**src/verilog/hbridge_pkg.sv**
```systemverilog
package hbridge_pkg;
    localparam int CLK_HZ      = 20_000_000;
    localparam int CLK_NS      = 1_000_000_000 / CLK_HZ;
    // Default oscillator when no timing resistor is fitted
    localparam int OSC_DEF_KHZ = 914;
    localparam int OSC_DEF_CYC = (CLK_HZ / 1000) / OSC_DEF_KHZ;
    localparam int CHOP_DIV    = 16;
    localparam int FAST_CLKS   = 6;
    localparam int OT_NS       = 5000;
    localparam int OT_CYC      = (OT_NS + CLK_NS - 1) / CLK_NS;
    localparam int OC_NS       = 1250;
    localparam int OC_CYC      = (OC_NS + CLK_NS - 1) / CLK_NS;
    localparam int DEAD_NS     = 500;
    localparam int DEAD_CYC    = (DEAD_NS + CLK_NS - 1) / CLK_NS;

    localparam logic [7:0]  ADR_CTRL = 8'h00;
    localparam logic [7:0]  ADR_DIV  = 8'h04;
    localparam logic [7:0]  ADR_STAT = 8'h08;
    localparam logic [7:0]  ADR_IRQ  = 8'h0c;
    localparam logic [7:0]  ADR_MASK = 8'h10;
    localparam int          CTRL_DIR   = 0;
    localparam int          CTRL_SLEEP = 1;
    localparam logic [15:0] DIV_RST  = 16'h0011;
    localparam int          EV_OT = 0;
    localparam int          EV_OC = 1;
    localparam int          EV_UV = 2;
    // Pin input positions in the synchroniser vector
    localparam int          IN_OT  = 0;
    localparam int          IN_OC  = 1;
    localparam int          IN_UV  = 2;
    localparam int          IN_NF  = 3;
    localparam int          IN_FIT = 4;

    typedef enum logic [1:0] {M_OFF, M_CHARGE, M_FAST, M_SLOW} mode_t;

    // Gate order {high first, high second, low first, low second}
    function automatic logic [3:0] gate_pattern(input mode_t m, input logic rev);
        logic [3:0] g;
        g = 4'h0;
        case (m)
            M_CHARGE: g = rev ? 4'h6 : 4'h9;
            M_FAST:   g = rev ? 4'h9 : 4'h6;
            M_SLOW:   g = 4'h3;
            default:  g = 4'h0;
        endcase
        return g;
    endfunction
endpackage

```
**src/verilog/gate_if.sv**
```systemverilog
`timescale 1ns/10ps
interface gate_if;
    logic [3:0] req;
    logic       force_off;
    logic [3:0] gates;
    modport ctrl (output req, output force_off, input gates);
    modport drv  (input req, input force_off, output gates);
endinterface

```
**src/verilog/hbridge_decay_fault_control.sv**
```systemverilog
`timescale 1ns/10ps
// Contract
// - Forward direction gate patterns per mode
// - Reverse direction gate patterns per mode
// - Dead time before arriving switches turn on
// - Autonomous charge, fast, slow sequencing
// - Chopping period is sixteen oscillator clocks
// - Default oscillator when no resistor fitted
// - Overheat accepted after 5 us persistence
// - Overheat turns off every output
// - Overcurrent after 1.25 us forces outputs off
// - Both shutdowns latched until recovery
// - Cleared only by power or sleep cycle
// - Undervoltage forces off and resets logic
// - Fast decay lasts six oscillator clocks
// - General flag low on overheat or overcurrent, not on undervoltage
// - Thermal flag low on overheat only
module hbridge_decay_fault_control (
    input  wire logic        clk_i,
    input  wire logic        rst_i,
    input  wire logic        wb_cyc_i,
    input  wire logic        wb_stb_i,
    input  wire logic        wb_we_i,
    input  wire logic [7:0]  wb_adr_i,
    input  wire logic [3:0]  wb_sel_i,
    input  wire logic [31:0] wb_dat_i,
    output logic      [31:0] wb_dat_o,
    output logic             wb_ack_o,
    output logic             irq_o,
    input  wire logic        overheat_fault_i,
    input  wire logic        overcurrent_fault_i,
    input  wire logic        supply_undervoltage_i,
    input  wire logic        current_reached_i,
    input  wire logic        chop_osc_pin_fitted_i,
    output logic             high_side_first_o,
    output logic             high_side_second_o,
    output logic             low_side_first_o,
    output logic             low_side_second_o,
    output logic             fault_flag_general_o,
    output logic             fault_flag_general_oe_n_o,
    output logic             fault_flag_thermal_o,
    output logic             fault_flag_thermal_oe_n_o
);
    import hbridge_pkg::*;

    typedef struct packed {
        logic [4:0]  s1;
        logic [4:0]  s2;
        logic [4:0]  s3;
        logic [4:0]  inp;
        logic [6:0]  ot_cnt;
        logic [4:0]  oc_cnt;
        logic        ot_lat;
        logic        oc_lat;
        logic [15:0] osc_cnt;
        logic        tick;
        logic [3:0]  ph;
        mode_t       mode;
        logic [2:0]  fast_cnt;
        logic        dir;
        logic        sleep;
        logic [15:0] div;
        logic [2:0]  ev;
        logic [2:0]  mask;
        logic        ack;
        logic [31:0] dat;
        logic        irq;
        logic        gen_oe_n;
        logic        th_oe_n;
        logic        force_off;
        logic [3:0]  req;
    } core_t;

    core_t       s_r;
    core_t       s_nxt;
    logic        bus_req;
    logic        bus_do;
    logic        ev_clr;
    logic        ot_set;
    logic        oc_set;
    logic [15:0] per;
    logic        wrap;
    gate_if      gi ();

    always_comb begin
        s_nxt = s_r;
        ev_clr = 1'b0;
        ot_set = 1'b0;
        oc_set = 1'b0;
        // Pins: three stages, a change counts when stages two and three agree
        s_nxt.s1 = {chop_osc_pin_fitted_i, current_reached_i, supply_undervoltage_i,
                    overcurrent_fault_i, overheat_fault_i};
        s_nxt.s2 = s_r.s1;
        s_nxt.s3 = s_r.s2;
        for (int i = 0; i < 5; i++) begin
            if (s_r.s2[i] == s_r.s3[i]) begin
                s_nxt.inp[i] = s_r.s3[i];
            end
        end

        // Bus: ack one cycle after the request, write and clear on the ack edge
        bus_req = wb_cyc_i && wb_stb_i && !s_r.ack;
        bus_do  = wb_cyc_i && wb_stb_i && s_r.ack;
        s_nxt.ack = bus_req;
        s_nxt.dat = 32'h0;
        if (bus_req) begin
            case (wb_adr_i)
                ADR_CTRL: s_nxt.dat = {30'h0, s_r.sleep, s_r.dir};
                ADR_DIV:  s_nxt.dat = {16'h0, s_r.div};
                ADR_STAT: s_nxt.dat = {26'h0, s_r.mode, s_r.inp[IN_FIT], s_r.inp[IN_UV],
                                       s_r.oc_lat, s_r.ot_lat};
                ADR_IRQ:  s_nxt.dat = {29'h0, s_r.ev};
                ADR_MASK: s_nxt.dat = {29'h0, s_r.mask};
                default:  s_nxt.dat = 32'h0;
            endcase
        end
        if (bus_do) begin
            case (wb_adr_i)
                ADR_CTRL: begin
                    if (wb_we_i && wb_sel_i[0]) begin
                        s_nxt.dir   = wb_dat_i[CTRL_DIR];
                        s_nxt.sleep = wb_dat_i[CTRL_SLEEP];
                    end
                end
                ADR_DIV: begin
                    if (wb_we_i && wb_sel_i[0]) begin
                        s_nxt.div[7:0] = wb_dat_i[7:0];
                    end
                    if (wb_we_i && wb_sel_i[1]) begin
                        s_nxt.div[15:8] = wb_dat_i[15:8];
                    end
                end
                ADR_IRQ:  ev_clr = !wb_we_i;
                ADR_MASK: begin
                    if (wb_we_i && wb_sel_i[0]) begin
                        s_nxt.mask = wb_dat_i[2:0];
                    end
                end
                default: ev_clr = 1'b0;
            endcase
        end

        // Deglitch: a drop of the filtered input restarts the count
        if (s_r.inp[IN_OT]) begin
            if (s_r.ot_cnt == 7'(OT_CYC - 1)) begin
                ot_set = 1'b1;
            end else begin
                s_nxt.ot_cnt = s_r.ot_cnt + 7'h1;
            end
        end else begin
            s_nxt.ot_cnt = 7'h0;
        end
        if (s_r.inp[IN_OC]) begin
            if (s_r.oc_cnt == 5'(OC_CYC - 1)) begin
                oc_set = 1'b1;
            end else begin
                s_nxt.oc_cnt = s_r.oc_cnt + 5'h1;
            end
        end else begin
            s_nxt.oc_cnt = 5'h0;
        end
        // Set wins over the sleep clear
        s_nxt.ot_lat = ot_set || (s_r.ot_lat && !s_r.sleep);
        s_nxt.oc_lat = oc_set || (s_r.oc_lat && !s_r.sleep);

        // Oscillator timebase; a divider of zero stops the chopper
        per = s_r.inp[IN_FIT] ? s_r.div : 16'(OSC_DEF_CYC);
        s_nxt.tick = 1'b0;
        if (per == 16'h0) begin
            s_nxt.osc_cnt = 16'h0;
        end else if (s_r.osc_cnt >= per - 16'h1) begin
            s_nxt.osc_cnt = 16'h0;
            s_nxt.tick    = 1'b1;
        end else begin
            s_nxt.osc_cnt = s_r.osc_cnt + 16'h1;
        end

        // Chopper sequencing, one step per oscillator clock
        wrap = (s_r.ph == 4'(CHOP_DIV - 1));
        if (s_r.tick) begin
            s_nxt.ph = s_r.ph + 4'h1;
            case (s_r.mode)
                M_OFF: begin
                    if (wrap) begin
                        s_nxt.mode = M_CHARGE;
                    end
                end
                M_CHARGE: begin
                    // Charge may run past a cycle boundary until current is reached
                    if (s_r.inp[IN_NF]) begin
                        s_nxt.mode     = M_FAST;
                        s_nxt.fast_cnt = 3'h0;
                    end
                end
                M_FAST: begin
                    if (s_r.fast_cnt == 3'(FAST_CLKS - 1)) begin
                        s_nxt.mode = M_SLOW;
                    end else begin
                        s_nxt.fast_cnt = s_r.fast_cnt + 3'h1;
                    end
                end
                M_SLOW: begin
                    if (wrap) begin
                        s_nxt.mode = M_CHARGE;
                    end
                end
                default: s_nxt.mode = M_OFF;
            endcase
        end

        // Undervoltage holds the core in reset, bus registers keep their values
        if (s_nxt.inp[IN_UV]) begin
            s_nxt.ot_cnt   = 7'h0;
            s_nxt.oc_cnt   = 5'h0;
            s_nxt.ot_lat   = 1'b0;
            s_nxt.oc_lat   = 1'b0;
            s_nxt.osc_cnt  = 16'h0;
            s_nxt.tick     = 1'b0;
            s_nxt.ph       = 4'h0;
            s_nxt.fast_cnt = 3'h0;
        end
        s_nxt.force_off = s_nxt.ot_lat || s_nxt.oc_lat || s_nxt.inp[IN_UV] || s_nxt.sleep;
        if (s_nxt.force_off) begin
            s_nxt.mode = M_OFF;
        end
        s_nxt.req = gate_pattern(s_nxt.mode, s_nxt.dir);
        s_nxt.gen_oe_n = !(s_nxt.ot_lat || s_nxt.oc_lat);
        s_nxt.th_oe_n  = !s_nxt.ot_lat;

        s_nxt.ev = (ev_clr ? 3'h0 : s_r.ev) |
                   {s_nxt.inp[IN_UV] && !s_r.inp[IN_UV],
                    oc_set && !s_r.oc_lat, ot_set && !s_r.ot_lat};
        s_nxt.irq = |(s_nxt.ev & s_nxt.mask);
    end

    always_ff @(posedge clk_i) begin
        if (rst_i) begin
            s_r           <= '0;
            s_r.div       <= DIV_RST;
            s_r.gen_oe_n  <= 1'b1;
            s_r.th_oe_n   <= 1'b1;
            s_r.force_off <= 1'b1;
        end else begin
            s_r <= s_nxt;
        end
    end

    assign gi.req       = s_r.req;
    assign gi.force_off = s_r.force_off;

    gate_dead_time u_dead (
        .clk_i (clk_i),
        .rst_i (rst_i),
        .gi    (gi.drv)
    );

    assign wb_dat_o                  = s_r.dat;
    assign wb_ack_o                  = s_r.ack;
    assign irq_o                     = s_r.irq;
    assign high_side_first_o         = gi.gates[3];
    assign high_side_second_o        = gi.gates[2];
    assign low_side_first_o          = gi.gates[1];
    assign low_side_second_o         = gi.gates[0];
    // Open-drain flags only ever pull low
    assign fault_flag_general_o      = 1'b0;
    assign fault_flag_thermal_o      = 1'b0;
    assign fault_flag_general_oe_n_o = s_r.gen_oe_n;
    assign fault_flag_thermal_oe_n_o = s_r.th_oe_n;
endmodule

```
**src/verilog/gate_dead_time.sv**
```systemverilog
`timescale 1ns/10ps
module gate_dead_time (
    input  wire logic clk_i,
    input  wire logic rst_i,
    gate_if.drv       gi
);
    import hbridge_pkg::*;

    typedef struct packed {
        logic [3:0] gates;
        logic [3:0] cnt;
    } drv_t;

    drv_t s_r;
    drv_t s_nxt;

    always_comb begin
        s_nxt = s_r;
        s_nxt.cnt = (s_r.cnt != 4'h0) ? s_r.cnt - 4'h1 : 4'h0;
        if (gi.force_off) begin
            // Switching off is always safe, so no gap is waited for
            s_nxt.gates = 4'h0;
            s_nxt.cnt   = 4'(DEAD_CYC);
        end else if (|(s_r.gates & ~gi.req)) begin
            s_nxt.gates = s_r.gates & gi.req;
            s_nxt.cnt   = 4'(DEAD_CYC);
        end else if (s_r.cnt == 4'h0) begin
            s_nxt.gates = gi.req;
        end
    end

    always_ff @(posedge clk_i) begin
        if (rst_i) begin
            s_r <= '0;
        end else begin
            s_r <= s_nxt;
        end
    end

    assign gi.gates = s_r.gates;
endmodule

```
**config.mk**
```make
export PLATFORM = sky130hd
export DESIGN_NAME = hbridge_decay_fault_control
export DESIGN_NICKNAME = d
export VERILOG_FILES = /design/src/verilog/hbridge_pkg.sv /design/src/verilog/gate_if.sv /design/src/verilog/hbridge_decay_fault_control.sv /design/src/verilog/gate_dead_time.sv
export SDC_FILE = /design/constraint.sdc
export NUM_CORES = 1
export LEC_CHECK = 0
export ABC_AREA = 1
export BUFFER_PORTS_ARGS = -buffer_cell sky130_fd_sc_hd__buf_4
export CAP_MARGIN = 20
export CORE_MARGIN = 1.5
export CORE_UTILIZATION = 61
export DETAILED_ROUTE_END_ITERATION = 10
export MAX_ROUTING_LAYER = met4
export PLACE_DENSITY = 0.85
export SYNTH_ARGS = -nofsm -noshare
export SYNTH_HDL_FRONTEND = slang
export SYNTH_HIERARCHICAL = 1
export SYNTH_SLANG_ARGS = --single-unit
```
**constraint.sdc**
```tcl
create_clock -name clk_i -period 4.9 [get_ports clk_i]
set_input_delay 0.49 -clock clk_i [delete_from_list [all_inputs] [get_ports clk_i]]
set_output_delay 0.49 -clock clk_i [all_outputs]
set_load 0.03 [all_outputs]
```
==> impl_metrics.json <==
{
  "clk_pin_slew_ns": 0.06,
  "route.vias.total": 5026,
  "clkPwrFrac_pct": 52.7,
  "slew_headroom_pct": 48.0,
  "synthDistinctLibCells": 40,
  "rsz0062_at_grt": "no",
  "tritoncts": "built",
  "netlist_instances": 785,
  "syn_area_um2": 5800,
  "routed_wl_mm": 12.7,
  "cp_num_buf_inv": 4,
  "port_buffers": 59,
  "rows": 35,
  "drv_cap": 0,
  "antenna_found_initial": 0,
  "insertedDiodeCount": 0,
  "wl_per_cell_um": 13.1,
  "die_h_um": 101,
  "cts_sinks": 117,
  "cp_cell_sequence": "inv_2 -> nor2_2 -> ha_1 -> inv_1 -> nor2_2 -> nand3_1 -> nor3_1 -> o22ai_1 -> inv_1 -> ha_1 -> nand4_1 -> inv_1 -> a21oi_1 -> nand3_1 -> nor3_1",
  "status": "completed",
  "grt_pass1_wl_mm": 21.4,
  "cpPeakStageDelay_ns": 0.68,
  "gp_congestion": 0.879,
  "antenna_left": 0,
  "syn_avg_cell_area_um2": 7.39,
  "avgViaCountPerCell": 5.18,
  "skew_ns": 0.00968,
  "cp_max_fo": 17,
  "syn_to_final_growth_pct": 15.6,
  "track_usage_pct": 27.3,
  "hpwl_mm": 9.00,
  "cp-end-kind": "flop",
  "tns_ns": 0,
  "max_freq_ghz": 0.289,
  "p_sw_share_pct": 23.7,
  "path_class": "flop to flop",
  "layout.nets": 909,
  "die_area_um2": 10100,
  "hp-class": "input pin to flop",
  "grt_max_degree": 35,
  "critPathLaunchType": "flop",
  "drt_first_pass_iters": 5,
  "core_area_um2": 9240,
  "slowest_stage": "dfxtp_1",
  "start_util_pct": 62.8,
  "clockBufferDepth": 2,
  "critPathArrivalTime_ns": 3.87,
  "combPwrFrac_pct": 6.1,
  "cts_buffers": 17,
  "ctsHoldBuffers": 0,
  "drt_iter0_markers": 253,
  "seqPwrFrac_pct": 41.1,
  "setup-violations-final": 0,
  "ys_seq_area_share_pct": 40.4,
  "ctsResizeCount": 0,
  "internal-power_mw": 1.81,
  "period_needed_ns": 3.46,
  "cts_setup_buffers": 0,
  "final_util_pct": 72.6,
  "ioPinCount": 96,
  "min_period_over_period_pct": 70.7,
  "cp_top_family": "simple AND/OR/NAND/NOR gates",
  "yosys_register_bits": 117,
  "p_per_area_nw_per_um2": 354,
  "finalHoldViolCount": 0,
  "clk_latency_ns": 0.51,
  "drc": 0,
  "power.ir.vdd_worst_v": 0.000318,
  "die_w_um": 101,
  "grt_pass1_vias": 4974,
  "required_ns": 5.31,
  "drive_above_1_share_pct": 14.6,
  "htreeDepth": 4,
  "drv_slew": 0,
  "grt_overflow": 0,
  "power_switching_uw": 561,
  "tightest_slew_ns": 0.779,
  "cpMostUsedCell": "inv_1",
  "p_leak_nw": 2.87,
  "root_buffer": "clkbuf_8",
  "ys_warn_count": 6
}
-- power by group through the flow --
stage	clock, mW	combinational (mW)	sequential (mW)
final	1.25	0.145	0.976
after global routing	1.31	0.161	0.977
after CTS	1.26	0.143	0.975
after detailed placement	0	0.141	0.996
after global placement	0	0.136	0.995
after floorplan	0	0.112	0.994
-- per-stage QoR --
step | hold WS [ns] | cells | power, mW | cell area, um^2 | setup slack (ns)
after floorplan | 0.388 | 802 | 1.11 | 5860 | 2.27
after global placement | 0.390 | 939 | 1.13 | 6100 | 1.62
after detailed placement | 0.399 | 939 | 1.14 | 6100 | 1.50
after CTS | 0.167 | 971 | 2.38 | 6700 | 1.43
after global routing | 0.182 | 971 | 2.45 | 6700 | 0.896
final | 0.176 | 971 | 2.37 | 6700 | 1.44
-- registers in the layout, indices dropped and copies added (netlist names), 4 cells and up --
name             flops
wb_dat_o            16
u_dead/gi.gates      4
s_r                 74
s_nxt               10
gi.req               4
u_dead/s_r           4
-- routing by layer --
| metal | track usage (%) | routed length (um) | vias to the layer above |
|---|---|---|---|
| met4 | 12.7 | 362 | 0 |
| met5 | - | 0 | - |
| li1 | - | - | 2532 |
| met1 | 30.2 | 5260 | 2264 |
| met3 | 5.96 | 634 | 44 |
| met2 | 47.1 | 6490 | 186 |
-- Yosys cell counts (all sizes together) --
cell	number	area (um^2)
dfxtp	117	2340
a31oi	1	6.26
conb	1	3.75
nor2	106	445
buf	43	332
o22ai	3	18.8
o221ai	1	8.76
nor3	40	211
inv	113	424
a211oi	3	22.5
clkbuf	8	31.3
a21oi	55	275
o21a	1	7.51
or2	4	25.0
ha	26	325
nand3	44	235
o21ai	38	201
and2	1	6.26
xor2	14	123
nand2	135	524
clkinv	1	3.75
o21bai	1	7.51
a31o	1	8.76
nand4	11	68.8
or3	2	12.5
nor3b	1	7.51
xnor2	13	114
nand3b	1	7.51
-- path summary, 6_finish.rpt --
check                             start          to  cells after the start  slack, ns
hold reg to reg              s_nxt[116]  s_nxt[111]                      2       0.41
hold / removal    chop_osc_pin_fitted_i  s_nxt[119]                      3       0.18
setup / recovery               s_r[109]     s_r[79]                     15       1.44
setup reg to reg               s_r[109]     s_r[79]                     15       1.44
-- kinds of logic (layout without fill, tap and decap cells) --
group                    count (synthesis)  count (layout)  synth area share [%]
other                                    1              18                0.0647
XOR/XNOR                                27              27                  4.08
buffers and inverters                  165             205                  13.6
AND/OR/NAND/NOR                        345             345                  26.6
flip-flops                             117             117                  40.4
adder cells (fa/ha/maj)                 26              26                  5.61
AO/OA/AOI/OAI                          104             104                  9.60
-- cells in the final DEF, fill, tap and decap left out, drive strengths merged, types with 4 or more instances in the layout --
cell type and count:
a21oi 55, buf 59, clkbuf 18, clkinv 4, conb 18, dfxtp 117
ha 26, inv 118, nand2 135, nand3 44, nand4 11, nor2 106
nor3 40, o21ai 38, or2 4, xnor2 13, xor2 14
-- worst reg2reg max path: cells and delay by family (launching register included) --
family,cells,cell delay (ns)
adder cells (fa/ha/maj),2,0.49
flip-flops,1,0.68
AND/OR/NAND/NOR,7,1.60
buffers and inverters,4,0.35
AO/OA/AOI/OAI,2,0.26
-- cell type report --
type	count	area, um^2
Tap cell	129	161
Clock buffer	18	428
Fill cell	669	2540
Inverter	114	428
Timing Repair Buffer	59	443
Sequential cell	117	2340
Multi-Input combinational cell	520	2730
Clock inverter	14	171
No activity file was read; power rests on OpenSTA's default activity.
